===== src/core/pid_sw_pkg.sv =====
// Constants, types and register map of the loop supervisor
package pid_sw_pkg;

   // Register byte offsets
   localparam logic [7:0] ADDR_SWFREQ = 8'h00;
   localparam logic [7:0] ADDR_DETTIME = 8'h04;
   localparam logic [7:0] ADDR_DETLEVEL = 8'h08;
   localparam logic [7:0] ADDR_CANCEL = 8'h0C;
   localparam logic [7:0] ADDR_ACTION = 8'h10;
   localparam logic [7:0] ADDR_BIASGAIN = 8'h14;
   localparam logic [7:0] ADDR_LIMITS = 8'h18;
   localparam logic [7:0] ADDR_MONSEL = 8'h1C;
   localparam logic [7:0] ADDR_OUTFN = 8'h20;
   localparam logic [7:0] ADDR_STATUS = 8'h24;
   localparam logic [7:0] ADDR_MONVAL = 8'h28;

   // Field positions
   localparam int ACT_SEL_LSB = 0;
   localparam int MODE_LSB = 8;
   localparam int MEAS_ASSIGN_LSB = 16;
   localparam int AUX_ASSIGN_LSB = 24;
   localparam int LO_LSB = 0;
   localparam int HI_LSB = 16;
   localparam int MON_DISP_LSB = 0;
   localparam int MON_PULSE_LSB = 8;
   localparam int MON_ANALOG_LSB = 16;
   localparam int OUTFN_LOOP_LSB = 0;
   localparam int OUTFN_SLEEP_LSB = 8;
   localparam int OUTFN_RUN_LSB = 16;

   // Special values and codes
   localparam logic [15:0] DISABLE_VALUE = 16'h270F;
   localparam logic [15:0] SWFREQ_MAX = 16'h0FA0;
   localparam logic [15:0] DEV_OFFSET = 16'h03E8;
   localparam logic [7:0] CODE_SET = 8'h34;
   localparam logic [7:0] CODE_MEAS = 8'h35;
   localparam logic [7:0] CODE_DEV = 8'h36;
   localparam logic [7:0] ACT_DEVIN_A = 8'h0A;
   localparam logic [7:0] ACT_DEVIN_B = 8'h0B;
   localparam logic [7:0] ACT_ADD_A = 8'h14;
   localparam logic [7:0] ACT_ADD_B = 8'h15;
   localparam logic [7:0] MODE_SWITCHOVER = 8'h06;
   localparam logic [7:0] INVERT_CODE = 8'h64;

   // Reset values
   localparam logic [15:0] RST_SWFREQ = DISABLE_VALUE;
   localparam logic [15:0] RST_DETTIME = DISABLE_VALUE;
   localparam logic [15:0] RST_DETLEVEL = 16'h0000;
   localparam logic [15:0] RST_CANCEL = 16'h03E8;
   localparam logic [31:0] RST_ACTION = 32'h0000_0000;
   localparam logic [31:0] RST_BIASGAIN = 32'h0258_0000;
   localparam logic [31:0] RST_LIMITS = 32'h0000_04B0;
   localparam logic [31:0] RST_MONSEL = 32'h0000_0000;
   localparam logic [31:0] RST_OUTFN = 32'h0000_462F;

   // Timing: detection time counts in units of 0.1 s
   localparam int DETECT_UNIT_NS = 100000000;
   localparam int CLK_PERIOD_NS = 100;
   localparam int DETECT_UNIT_CYCLES = DETECT_UNIT_NS / CLK_PERIOD_NS;

   typedef enum logic [2:0] {
      ST_IDLE = 3'b000,
      ST_NORMAL = 3'b001,
      ST_OPEN = 3'b010,
      ST_LOOP = 3'b011,
      ST_SLEEP = 3'b100
   } state_t;

   typedef struct packed {
      logic run;
      logic loopActive;
      logic suspended;
   } status_t;

endpackage : pid_sw_pkg


===== src/core/pid_switchover.sv =====
// Loop switchover, output suspension and monitor selection supervisor
//
// Local design decisions: the APB interface to the registers and the register addresses.
`timescale 1ns/1ns
module pid_switchover
   import pid_sw_pkg::*;
#(
   parameter int UNIT_CYCLES = DETECT_UNIT_CYCLES
)
(
   // Clock and reset
   input wire logic mclk,
   input wire logic rst,
   // APB slave
   input wire logic [7:0] paddr,
   input wire logic psel,
   input wire logic penable,
   input wire logic pwrite,
   input wire logic [31:0] pwdata,
   output logic [31:0] prdata,
   output logic pready,
   output logic pslverr,
   // Drive side, frequencies in 0.1 Hz
   input wire logic startCmd,
   input wire logic [15:0] outFreq,
   input wire logic [15:0] normalFreq,
   input wire logic [15:0] pidFreq,
   // Process values in 0.1 percent
   input wire logic [15:0] setPointIn,
   input wire logic [15:0] measuredIn,
   input wire logic [15:0] auxIn,
   // Input terminals
   input wire logic loopSelect,
   input wire logic speedSelHigh,
   input wire logic speedSelMid,
   input wire logic speedSelLow,
   input wire logic jogCmd,
   // Outputs
   output logic [15:0] freqCmd,
   output logic pidRestart,
   output logic remoteEnable,
   output status_t statusTerm,
   output logic [15:0] pulseMonitor,
   output logic [15:0] analogMonitor
);

   function automatic logic [15:0] clampFreq(input logic [15:0] v,
      input logic [15:0] lo, input logic [15:0] hi);
      clampFreq = (v < lo) ? lo : ((v > hi) ? hi : v);
   endfunction : clampFreq

   function automatic logic [15:0] monValue(input logic [7:0] code,
      input logic allowDev, input logic devIn, input logic [15:0] sp,
      input logic [15:0] meas, input logic [15:0] dev);
      monValue = 16'h0000;
      if (code == CODE_SET && !devIn)
      begin
         monValue = sp;
      end
      else if (code == CODE_MEAS && !devIn)
      begin
         monValue = meas;
      end
      else if (code == CODE_DEV && allowDev)
      begin
         monValue = dev;
      end
   endfunction : monValue

   function automatic logic termLevel(input logic active,
      input logic [7:0] code);
      termLevel = (code >= INVERT_CODE) ? !active : active;
   endfunction : termLevel

   // Registers
   logic [15:0] swFreq_q, swFreq_d, detTime_q, detTime_d;
   logic [15:0] detLevel_q, detLevel_d, cancel_q, cancel_d;
   logic [31:0] action_q, action_d, biasGain_q, biasGain_d;
   logic [31:0] limits_q, limits_d, monSel_q, monSel_d, outFn_q, outFn_d;
   logic [31:0] rdData_q, rdData_d;
   logic err_q, err_d;
   logic wrEn, setup, mapped;
   logic [7:0] actSel, opMode, measAssign, auxAssign;
   logic [7:0] dispSel, pulseSel, analogSel;

   // Supervisor state
   state_t state_q, state_d;
   logic [15:0] freqCmd_q, freqCmd_d;
   logic pidRestart_q, pidRestart_d;
   status_t status_q, status_d;
   logic [15:0] monVal_q, monVal_d, pulseMon_q, pulseMon_d;
   logic [15:0] analogMon_q, analogMon_d;

   // Derived values
   logic loopEnable, devInput, addAux, closedLoop, suspendArm, expired;
   logic cancelHit, overrideCmd;
   logic [15:0] spEff, devMon, loopFreq, normFreq;
   logic signed [17:0] devVal, cancelThr;

   assign actSel = action_q[ACT_SEL_LSB +: 8];
   assign opMode = action_q[MODE_LSB +: 8];
   assign measAssign = action_q[MEAS_ASSIGN_LSB +: 8];
   assign auxAssign = action_q[AUX_ASSIGN_LSB +: 8];
   assign dispSel = monSel_q[MON_DISP_LSB +: 8];
   assign pulseSel = monSel_q[MON_PULSE_LSB +: 8];
   assign analogSel = monSel_q[MON_ANALOG_LSB +: 8];

   assign devInput = (actSel == ACT_DEVIN_A) || (actSel == ACT_DEVIN_B);
   assign addAux = (actSel == ACT_ADD_A) || (actSel == ACT_ADD_B);
   assign spEff = addAux ? 16'(setPointIn + auxIn) : setPointIn;
   assign devVal = $signed({2'b00, spEff}) - $signed({2'b00, measuredIn});
   assign devMon = 16'(devVal + $signed({2'b00, DEV_OFFSET}));
   assign cancelThr = $signed({2'b00, cancel_q})
      - $signed({2'b00, DEV_OFFSET});
   assign cancelHit = (devVal >= cancelThr);

   assign overrideCmd = speedSelHigh || speedSelMid || speedSelLow || jogCmd;
   assign loopEnable = loopSelect && !overrideCmd
      && (opMode != MODE_SWITCHOVER)
      && (measAssign == 8'h00) && (auxAssign == 8'h00);
   assign closedLoop = (state_q == ST_LOOP) || (state_q == ST_SLEEP);

   assign loopFreq = clampFreq(clampFreq(pidFreq, biasGain_q[LO_LSB +: 16],
      biasGain_q[HI_LSB +: 16]), limits_q[HI_LSB +: 16],
      limits_q[LO_LSB +: 16]);
   assign normFreq = clampFreq(normalFreq, limits_q[HI_LSB +: 16],
      limits_q[LO_LSB +: 16]);
   assign suspendArm = (state_q == ST_LOOP) && (loopFreq < detLevel_q)
      && (detTime_q != DISABLE_VALUE);

   suspend_timer #(
      .UNIT_CYCLES(UNIT_CYCLES)
   ) suspend_timer_inst (
      .mclk(mclk),
      .rst(rst),
      .arm(suspendArm),
      .limit(detTime_q),
      .expired(expired)
   );

   // APB decode
   assign setup = psel && !penable;
   assign wrEn = psel && penable && pwrite;
   assign pready = 1'b1;
   assign prdata = rdData_q;
   assign pslverr = err_q;
   assign mapped = (paddr == ADDR_SWFREQ) || (paddr == ADDR_DETTIME)
      || (paddr == ADDR_DETLEVEL) || (paddr == ADDR_CANCEL)
      || (paddr == ADDR_ACTION) || (paddr == ADDR_BIASGAIN)
      || (paddr == ADDR_LIMITS) || (paddr == ADDR_MONSEL)
      || (paddr == ADDR_OUTFN) || (paddr == ADDR_STATUS)
      || (paddr == ADDR_MONVAL);

   always_comb
   begin
      swFreq_d = swFreq_q;
      detTime_d = detTime_q;
      detLevel_d = detLevel_q;
      cancel_d = cancel_q;
      action_d = action_q;
      biasGain_d = biasGain_q;
      limits_d = limits_q;
      monSel_d = monSel_q;
      outFn_d = outFn_q;
      rdData_d = rdData_q;
      err_d = err_q;
      if (setup)
      begin
         err_d = !mapped;
         unique case (paddr)
            ADDR_SWFREQ: rdData_d = {16'h0000, swFreq_q};
            ADDR_DETTIME: rdData_d = {16'h0000, detTime_q};
            ADDR_DETLEVEL: rdData_d = {16'h0000, detLevel_q};
            ADDR_CANCEL: rdData_d = {16'h0000, cancel_q};
            ADDR_ACTION: rdData_d = action_q;
            ADDR_BIASGAIN: rdData_d = biasGain_q;
            ADDR_LIMITS: rdData_d = limits_q;
            ADDR_MONSEL: rdData_d = monSel_q;
            ADDR_OUTFN: rdData_d = outFn_q;
            ADDR_STATUS: rdData_d = {26'h0, state_q, status_q};
            ADDR_MONVAL: rdData_d = {16'h0000, monVal_q};
            default: rdData_d = 32'h0000_0000;
         endcase
      end
      if (wrEn)
      begin
         unique case (paddr)
            ADDR_SWFREQ:
            begin
               if (pwdata[15:0] <= SWFREQ_MAX
                  || pwdata[15:0] == DISABLE_VALUE)
               begin
                  swFreq_d = pwdata[15:0];
               end
            end
            ADDR_DETTIME: detTime_d = pwdata[15:0];
            ADDR_DETLEVEL: detLevel_d = pwdata[15:0];
            ADDR_CANCEL: cancel_d = pwdata[15:0];
            ADDR_ACTION: action_d = pwdata;
            ADDR_BIASGAIN: biasGain_d = pwdata;
            ADDR_LIMITS: limits_d = pwdata;
            ADDR_MONSEL:
            begin
               monSel_d[MON_DISP_LSB +: 8] = pwdata[MON_DISP_LSB +: 8];
               if (pwdata[MON_PULSE_LSB +: 8] != CODE_DEV)
               begin
                  monSel_d[MON_PULSE_LSB +: 8] =
                     pwdata[MON_PULSE_LSB +: 8];
               end
               if (pwdata[MON_ANALOG_LSB +: 8] != CODE_DEV)
               begin
                  monSel_d[MON_ANALOG_LSB +: 8] =
                     pwdata[MON_ANALOG_LSB +: 8];
               end
            end
            ADDR_OUTFN: outFn_d = pwdata;
            default: rdData_d = rdData_q;
         endcase
      end
   end

   always_ff @(posedge mclk or posedge rst)
   begin
      if (rst)
      begin
         swFreq_q <= RST_SWFREQ;
         detTime_q <= RST_DETTIME;
         detLevel_q <= RST_DETLEVEL;
         cancel_q <= RST_CANCEL;
         action_q <= RST_ACTION;
         biasGain_q <= RST_BIASGAIN;
         limits_q <= RST_LIMITS;
         monSel_q <= RST_MONSEL;
         outFn_q <= RST_OUTFN;
         rdData_q <= 32'h0000_0000;
         err_q <= 1'b0;
      end
      else
      begin
         swFreq_q <= swFreq_d;
         detTime_q <= detTime_d;
         detLevel_q <= detLevel_d;
         cancel_q <= cancel_d;
         action_q <= action_d;
         biasGain_q <= biasGain_d;
         limits_q <= limits_d;
         monSel_q <= monSel_d;
         outFn_q <= outFn_d;
         rdData_q <= rdData_d;
         err_q <= err_d;
      end
   end

   // Supervisor next state and outputs
   always_comb
   begin
      state_d = state_q;
      pidRestart_d = 1'b0;
      if (!startCmd)
      begin
         state_d = ST_IDLE;
      end
      else
      begin
         unique case (state_q)
            ST_IDLE:
            begin
               if (!loopEnable)
               begin
                  state_d = ST_NORMAL;
               end
               else if (swFreq_q == DISABLE_VALUE)
               begin
                  state_d = ST_LOOP;
               end
               else
               begin
                  state_d = ST_OPEN;
               end
            end
            ST_NORMAL:
            begin
               if (loopEnable)
               begin
                  state_d = ST_LOOP;
                  pidRestart_d = 1'b1;
               end
            end
            ST_OPEN:
            begin
               if (!loopEnable)
               begin
                  state_d = ST_NORMAL;
               end
               else if (outFreq >= swFreq_q)
               begin
                  state_d = ST_LOOP;
               end
            end
            ST_LOOP:
            begin
               if (!loopEnable)
               begin
                  state_d = ST_NORMAL;
               end
               else if (expired)
               begin
                  state_d = ST_SLEEP;
               end
            end
            ST_SLEEP:
            begin
               if (!loopEnable)
               begin
                  state_d = ST_NORMAL;
               end
               else if (cancelHit)
               begin
                  state_d = ST_LOOP;
               end
            end
            default: state_d = ST_IDLE;
         endcase
      end
      unique case (state_d)
         ST_NORMAL, ST_OPEN: freqCmd_d = normFreq;
         ST_LOOP: freqCmd_d = pidRestart_d ? 16'h0000 : loopFreq;
         default: freqCmd_d = 16'h0000;
      endcase
      status_d.run = (state_d != ST_IDLE) && (state_d != ST_SLEEP);
      status_d.loopActive = (state_d == ST_LOOP)
         || (state_d == ST_SLEEP);
      status_d.suspended = (state_d == ST_SLEEP)
         && (detTime_q != DISABLE_VALUE);
      monVal_d = monValue(dispSel, 1'b1, devInput, spEff, measuredIn,
         devMon);
      pulseMon_d = monValue(pulseSel, 1'b0, devInput, spEff, measuredIn,
         devMon);
      analogMon_d = monValue(analogSel, 1'b0, devInput, spEff, measuredIn,
         devMon);
   end

   always_ff @(posedge mclk or posedge rst)
   begin
      if (rst)
      begin
         state_q <= ST_IDLE;
         freqCmd_q <= 16'h0000;
         pidRestart_q <= 1'b0;
         status_q <= '0;
         monVal_q <= 16'h0000;
         pulseMon_q <= 16'h0000;
         analogMon_q <= 16'h0000;
      end
      else
      begin
         state_q <= state_d;
         freqCmd_q <= freqCmd_d;
         pidRestart_q <= pidRestart_d;
         status_q <= status_d;
         monVal_q <= monVal_d;
         pulseMon_q <= pulseMon_d;
         analogMon_q <= analogMon_d;
      end
   end

   assign freqCmd = freqCmd_q;
   assign pidRestart = pidRestart_q;
   assign remoteEnable = !closedLoop;
   assign pulseMonitor = pulseMon_q;
   assign analogMonitor = analogMon_q;
   assign statusTerm = {
      termLevel(status_q.run, outFn_q[OUTFN_RUN_LSB +: 8]),
      termLevel(status_q.loopActive, outFn_q[OUTFN_LOOP_LSB +: 8]),
      termLevel(status_q.suspended, outFn_q[OUTFN_SLEEP_LSB +: 8])};
endmodule : pid_switchover


===== src/core/suspend_timer.sv =====
// Low-frequency dwell timer for output suspension
`timescale 1ns/1ns
module suspend_timer
   import pid_sw_pkg::*;
#(
   parameter int UNIT_CYCLES = DETECT_UNIT_CYCLES
)
(
   // Clock and reset
   input wire logic mclk,
   input wire logic rst,
   // Control
   input wire logic arm,
   input wire logic [15:0] limit,
   output logic expired
);

   logic [31:0] prescale_q, prescale_d;
   logic [15:0] units_q, units_d;
   logic unitTick;

   assign unitTick = (prescale_q == 32'(UNIT_CYCLES - 1));
   assign expired = arm && (units_q >= limit);

   always_comb
   begin
      prescale_d = prescale_q;
      units_d = units_q;
      if (!arm)
      begin
         prescale_d = 32'h0000_0000;
         units_d = 16'h0000;
      end
      else if (unitTick)
      begin
         prescale_d = 32'h0000_0000;
         if (units_q != 16'hFFFF)
         begin
            units_d = units_q + 16'h0001;
         end
      end
      else
      begin
         prescale_d = prescale_q + 32'h0000_0001;
      end
   end

   always_ff @(posedge mclk or posedge rst)
   begin
      if (rst)
      begin
         prescale_q <= 32'h0000_0000;
         units_q <= 16'h0000;
      end
      else
      begin
         prescale_q <= prescale_d;
         units_q <= units_d;
      end
   end

endmodule : suspend_timer


===== config.mk =====
export PLATFORM = sky130hd
export DESIGN_NAME = pid_switchover
export DESIGN_NICKNAME = d
export VERILOG_FILES = /design/src/core/pid_sw_pkg.sv /design/src/core/pid_switchover.sv /design/src/core/suspend_timer.sv
export SDC_FILE = /design/constraint.sdc
export NUM_CORES = 1
export LEC_CHECK = 0
export BUFFER_PORTS_ARGS = -buffer_cell sky130_fd_sc_hd__buf_2
export CORE_MARGIN = 1
export CORE_UTILIZATION = 45
export CTS_BUF_LIST = sky130_fd_sc_hd__clkbuf_4 sky130_fd_sc_hd__clkbuf_8
export DETAILED_ROUTE_END_ITERATION = 10
export PLACE_DENSITY = 0.62
export SYNTH_ARGS = -nofsm -noshare
export SYNTH_HDL_FRONTEND = slang
export SYNTH_SLANG_ARGS = --single-unit

===== constraint.sdc =====
create_clock -name mclk -period 10.7 [get_ports mclk]
set_input_delay 1.07 -clock mclk [delete_from_list [all_inputs] [get_ports mclk]]
set_output_delay 1.07 -clock mclk [all_outputs]
set_load 0.03 [all_outputs]

==> run summary, run 1 <==
Status -> complete, no violations
Core Util, Final -> 0.5200
Yosys warns -> 0
Clock transition at the registers of the reported paths -> 0.06 ns
Measured slew at the worst slew-check pin -> 1.334 ns
Post-route ant nets -> 0
Synth cell types -> 81
RSZ-0062 raised after global routing -> false
DP Worst Slack -> 1.781 ns
Design Area, Final -> 0.02673 sq mm
Max Clock Freq -> 0.1162 GHz
Iteration-0 DRC count of the detailed router -> 1593
Routed len/inst -> 24.90 microns
Layout Nets -> 2944
Initial Util -> 0.4560
Critical Path AT -> 9.11 ns
CTS Hold Bufs -> 0
Maximum VDD drop -> 0.00007599 V
Vias in the first global route -> 20150
Wirelength, routed -> 83080 microns
Crit-path slowest cell -> nor4bb_1
Slew Limit Fails -> 0
Number of synthesized register bits -> 368
Via count -> 20280
Endpoints failing setup -> 0
Cell Chain, Critical Path -> nor4bb_1, nand2_1, mux2i_1, ha_1, fa_1, nor2b_1, o31a_1, o31ai_1, a31oi_1, nand2_1, a211o_1, xnor2_1, ha_1, a21o_1, a211o_1, o31ai_1, a31oi_1, or3_1, and3_1, o21ai_4, o21ai_0
Setup CP Type -> reg2reg
Final hold viol count -> 0
Cells after synthesis -> 2396
Leakage power -> 12.15 nW
Clock sink count -> 368
Crit path required time -> 11.20 ns
Clock Path Buffers -> 3
Core area -> 0.05141 sq mm
Setup TNS -> 0 ns
Die height -> 230.2 microns
Die width -> 230.2 microns
Overall Global Routing Usage -> 0.3108
Max-Cap Viols -> 0
Vias per cell -> 6.076
WHS Endpoint -> suspend_timer_inst.prescale_q[0]
Commonest non-fill, non-tap cell in the layout -> dfrtp_1
Syn Nets -> 2737
Worst Setup End Kind -> flop
R2R depth -> 21
Worst clock skew -> 0.02901 ns
Largest net degree at the start of global routing -> 190
Remaining Overflow, GRT -> 0
Worst hold-check path type -> reg2reg
First-pass GRT wire length -> 124200 microns
Post-DP Area -> 0.02526 sq mm
DP Wirelength -> 63330 microns
CP max FO -> 29
Top_reg_cell synth -> dfrtp_1
Async SR Flop Fraction -> 1.000
N_diodes -> 0
TritonCTS Buffers -> 67
CP Launch Type -> flop
Launching point of the worst reg2reg path -> action_q[1]
Initial antenna violation count -> 4
Flop2flop setup slack -> 2.10 ns
Post-route clock period utilization -> 0.8042
Post-synthesis sequential area ratio -> 0.3949
Worst r2r dst -> freqCmd[1]
EDFF count, synth -> 0
H-tree depth -> 3
Pwr Density -> 133.5 mW/mm^2
Power Total -> 3.570 mW
CTS tree -> done
# DRC -> 0
GPL Wtd Cong -> 0.9648
Synthesis-to-finish area growth -> 14.04%
Share of cells above drive strength 1 -> 0.2522
Minimum clock period -> 8.604 ns
CTS-repair resized insts -> 0
Synth Cell Area -> 0.02344 sq mm
Slew HR -> 0.1103
CTS root buffer -> clkbuf_8
Total iterations of the first detailed-routing run -> 6
Most frequent cells in the layout -> dfrtp_1 (330), buf_2 (232), nor2_1 (221)
Buffers on Ports -> 232
Worst setup margin -> 2.096 ns
Row Count -> 83
Worst path max stage delay -> 0.92 ns
Mean area per synthesized cell -> 9.784 sq um
Post-CTS repair timing setup buffer count -> 0
Worst-Skew Late Latency -> 0.65 ns
Die area -> 0.05301 sq mm
WHS Path Cells -> 1
Hold_sp -> suspend_timer_inst.prescale_q[0]
I/O pin cnt -> 234
## cell type report
class                      count  area [sq um]
tap                          680         850.8
sequential                   368          9256
fill                        4817         24670
inverter                     169         638.1
timing repair buffer         259          1401
multi-input combinational   1738         13120
clock buffer                 104          1294
clock inverter                19         175.2
## cell families (layout without fill, tap and decap cells)
| logic type | after synthesis | count (layout) | synth area share |
|---|---|---|---|
| AND/OR/NAND/NOR | 605 | 605 | 0.1262 |
| AO/OA/AOI/OAI | 616 | 616 | 0.1824 |
| other | 1 | 1 | 0.0001600 |
| buffers and inverters | 290 | 551 | 0.04830 |
| multiplexers | 232 | 232 | 0.1103 |
| flip-flops | 368 | 368 | 0.3949 |
| adder cells (fa/ha/maj) | 194 | 194 | 0.1042 |
| XOR/XNOR | 90 | 90 | 0.03363 |
## routing by layer
metal  GRT usage  routed length [microns]  vias to the layer above
met5           0                       23                        -
met4      0.1248                     3337                        4
met3     0.05382                     4896                      165
met2      0.5200                    39780                      737
met1      0.3972                    35040                    10090
li1            -                        -                     9276
## state kept, by name (all words and copies together), names as in the netlist, 3 cells and up
signal                         flops
action_q                          32
biasGain_q                        32
limits_q                          32
outFn_q                           32
prdata                            32
suspend_timer_inst.prescale_q     32
monSel_q                          24
analogMonitor                     16
cancel_q                          16
detLevel_q                        16
detTime_q                         16
freqCmd                           16
monVal_q                          16
pulseMonitor                      16
suspend_timer_inst.units_q        16
swFreq_q                          16
state_q                            3
status_q                           3
## worst max-delay path: cells and delay by family, from the launching register on
kind            cells  cell delay (ns)
xor+xnor            1             0.21
mux                 1             0.78
compound gates     10             3.16
flops               1             0.41
simple gates        6             3.03
fa+ha+maj           3             0.84
## worst max-delay path by stage
stage,from,end,slack [ns],cells past startpoint
finish,action_q[1],freqCmd[1],2.10,21
global route,biasGain_q[25],freqCmd[1],1.64,26
CTS,action_q[1],freqCmd[1],2.30,21
detailed placement,pidFreq[14],freqCmd[5],1.78,26
global placement,pidFreq[11],freqCmd[5],1.93,26
floorplan,pidFreq[7],freqCmd[11],3.46,30
## stage by stage
step	hold slack, ns	cells
after detailed placement	0.4765	3214
after floorplan	0.4549	2396
after CTS	0.4846	3337
after global routing	0.5193	3337
after global placement	0.4724	3214
final	0.4851	3337
## Yosys cell counts (13+ instances only)
cell	instances	share of area
a211oi_1	62	0.020
a21o_1	22	0.0070
a21oi_1	119	0.025
a221oi_1	33	0.012
a22o_1	14	0.0052
a22oi_1	65	0.021
a311oi_1	17	0.0064
a31oi_1	56	0.015
and3_1	16	0.0043
buf_1	21	0.0034
clkbuf_1	87	0.014
dfrtp_1	330	0.35
dfstp_2	38	0.043
ha_1	192	0.10
inv_1	169	0.027
mux2_2	211	0.10
mux2i_1	21	0.0090
nand2_1	113	0.018
nand2b_1	13	0.0035
nand3_1	56	0.012
nand4_1	33	0.0088
nor2_1	227	0.036
nor2b_1	15	0.0040
nor3_1	33	0.0070
nor4_1	23	0.0061
o211ai_1	30	0.0096
o21a_1	16	0.0051
o21ai_0	80	0.017
o21ai_1	13	0.0028
xnor2_1	50	0.019
xor2_1	40	0.015
## power by group
group / total [mW] / switching [mW] / internal, mW
clock network: 1.47 / 0.643 / 0.829
registers: 1.46 / 0.0328 / 1.42
logic: 0.642 / 0.410 / 0.232
total: 3.57 / 1.09 / 2.48
Note: power is estimated with default switching activity, not from simulation.
==> run 2: changes to the inputs <==
- PLACE_DENSITY: 0.62 -> 0.59
- clock period: 10.7 -> 8.25 ns (I/O delays scaled with it)
==> run 2 against run 1 <==
Die area stayed put. Clock skew rose by 0.0091 ns. Global-route usage increased by 1.0 points. Count of clock-buffer cells in the layout grew 8. Worst setup slack worse by 1.5 ns. Highest routed layer is now met4.
==> run summary, run 2 (synthesis gave the netlist of run 1 again) <==
Measured slew at the worst slew-check pin -> 1.118 ns (-0.2160 ns)
Post-route ant nets -> 0 (unchanged)
Endpoints failing setup -> 0 (unchanged)
Critical Path AT -> 8.18 ns (-0.93 ns)
Clock sink count -> 368 (unchanged)
Max-Cap Viols -> 0 (unchanged)
Overall Global Routing Usage -> 0.3213 (+0.01048)
Maximum VDD drop -> 0.0001134 V (+49%)
Die area -> 0.05301 sq mm (unchanged)
I/O pin cnt -> 234 (unchanged)
H-tree depth -> 3 (unchanged)
Iteration-0 DRC count of the detailed router -> 1957 (+23%)
CTS-repair resized insts -> 0 (unchanged)
Clock Path Buffers -> 3 (unchanged)
Layout Nets -> 2980 (+1.2%)
CP max FO -> 16 (-45%)
Final hold viol count -> 0 (unchanged)
Power Total -> 4.669 mW (+31%)
Most frequent cells in the layout -> dfrtp_1 (330), buf_2 (232), nor2_1 (220)
Die width -> 230.2 microns (unchanged)
R2R depth -> 26 (+24%)
CTS tree -> done
Slew HR -> 0.2536 (+0.1432)
Status -> complete, no violations
Row Count -> 83 (unchanged)
Crit path required time -> 8.80 ns (-2.40 ns)
Via count -> 20670 (+1.9%)
Minimum clock period -> 7.626 ns (-0.9784 ns)
Max Clock Freq -> 0.1311 GHz (+13%)
CP Launch Type -> flop
Finished Layout Cells -> 3377 (+1.2%)
# DRC -> 0 (unchanged)
Worst Setup End Kind -> flop
Post-CTS repair timing setup buffer count -> 0 (unchanged)
Slew Limit Fails -> 0 (unchanged)
CTS root buffer -> clkbuf_8
CP startpoint -> biasGain_q[22]
Launching point of the worst reg2reg path -> biasGain_q[22]
Hold_ws -> 0.2049 ns (-0.2802 ns)
Flop2flop setup slack -> 0.62 ns (-1.47 ns)
TritonCTS Buffers -> 69 (+3.0%)
Worst hold-check path type -> in2async
Vias per cell -> 6.120 (+0.73%)
DP Wirelength -> 66050 microns (+4.3%)
Vias in the first global route -> 20470 (+1.6%)
RSZ-0062 raised after global routing -> false
CP dominant cell by count -> ha_1
Total iterations of the first detailed-routing run -> 6 (unchanged)
CTS Hold Bufs -> 0 (unchanged)
Crit-path slowest cell -> a21oi_2
Cell family contributing the most delay on the critical path -> compound AO/OA/AOI/OAI gates
Worst r2r dst -> freqCmd[6]
Setup CP Type -> reg2reg
GPL Wtd Cong -> 1.013 (+5.0%)
Core area -> 0.05141 sq mm (unchanged)
WP buf/inv -> 3 (+3)
Buffers on Ports -> 232 (unchanged)
Worst clock skew -> 0.03811 ns (+0.009107 ns)
Synthesis-to-finish area growth -> 15.38%
Pwr Density -> 172.6 mW/mm^2 (+29%)
Worst path max stage delay -> 0.68 ns (-0.24 ns)
Worst-Skew Late Latency -> 0.65 ns (about the same)
Initial Util -> 0.4560 (unchanged)
Wirelength, routed -> 85590 microns (+3.0%)
Placed cells -> 3247 (+1.0%)
Post-route clock period utilization -> 0.9244 (+0.1202)
Leakage power -> 12.32 nW (+1.4%)
Die height -> 230.2 microns (unchanged)
Commonest non-fill, non-tap cell in the layout -> dfrtp_1
Clock transition at the registers of the reported paths -> 0.06 ns (about the same)
Routed len/inst -> 25.34 microns (+1.8%)
Remaining Overflow, GRT -> 0 (unchanged)
Largest net degree at the start of global routing -> 180 (-5.3%)
Share of cells above drive strength 1 -> 0.2635 (+0.01129)
Initial antenna violation count -> 3 (-1)
First-pass GRT wire length -> 128500 microns (+3.4%)
-- run 2: cell count changes in the layout (fill, tap and decap cells not counted), sizes merged --
cell	previous run	this run
bufinv	2	0
o31ai	7	8
clkbuf	104	112
buf	259	292
diode	0	2
clkinv	11	12
inv	174	169
clkinvlp	1	3
-- run 2: worst max-delay path by stage --
stage	to	cells after the start
floorplan	freqCmd[11]	30
global placement	freqCmd[8]	25
detailed placement	freqCmd[6]	26
CTS	freqCmd[6]	26
global route	status_q[1]	27
finish	freqCmd[6]	26
-- run 2: through the flow --
step                setup TNS, ns  worst slack [ns]  instance area, sq um  utilization
floorplan                       0             1.259                 23450            -
global placement           -2.165           -0.1441                 25510       0.4963
detailed placement         -2.426           -0.2101                 25510       0.4963
CTS                             0           0.09407                 27020       0.5257
global route                    0            0.1150                 27040       0.5261
finish                          0            0.6239                 27050       0.5262
-- run 2: layout make-up --
class	instances	area, sq um
Fill cell	4742	24360
Multi-Input combinational cell	1739	13140
Sequential cell	368	9256
Timing Repair Buffer	292	1649
Clock buffer	112	1398
Tap cell	680	850.8
Inverter	169	638.1
Clock inverter	15	112.6
Antenna cell	2	5.005
-- run 2: routing by layer --
metal | GRT usage | vias to the layer above | share of wire
li1 | - | 9368 | -
met1 | 0.4248 | 10350 | 0.43
met2 | 0.5203 | 776 | 0.47
met3 | 0.04675 | 171 | 0.062
met4 | 0.1442 | 0 | 0.046
met5 | 0 | - | 0
-- run 2: where the power goes --
part | internal (mW) | switching, mW | total [mW]
clock | 1.08 | 0.828 | 1.91
combinational | 0.322 | 0.548 | 0.870
sequential | 1.85 | 0.0427 | 1.89
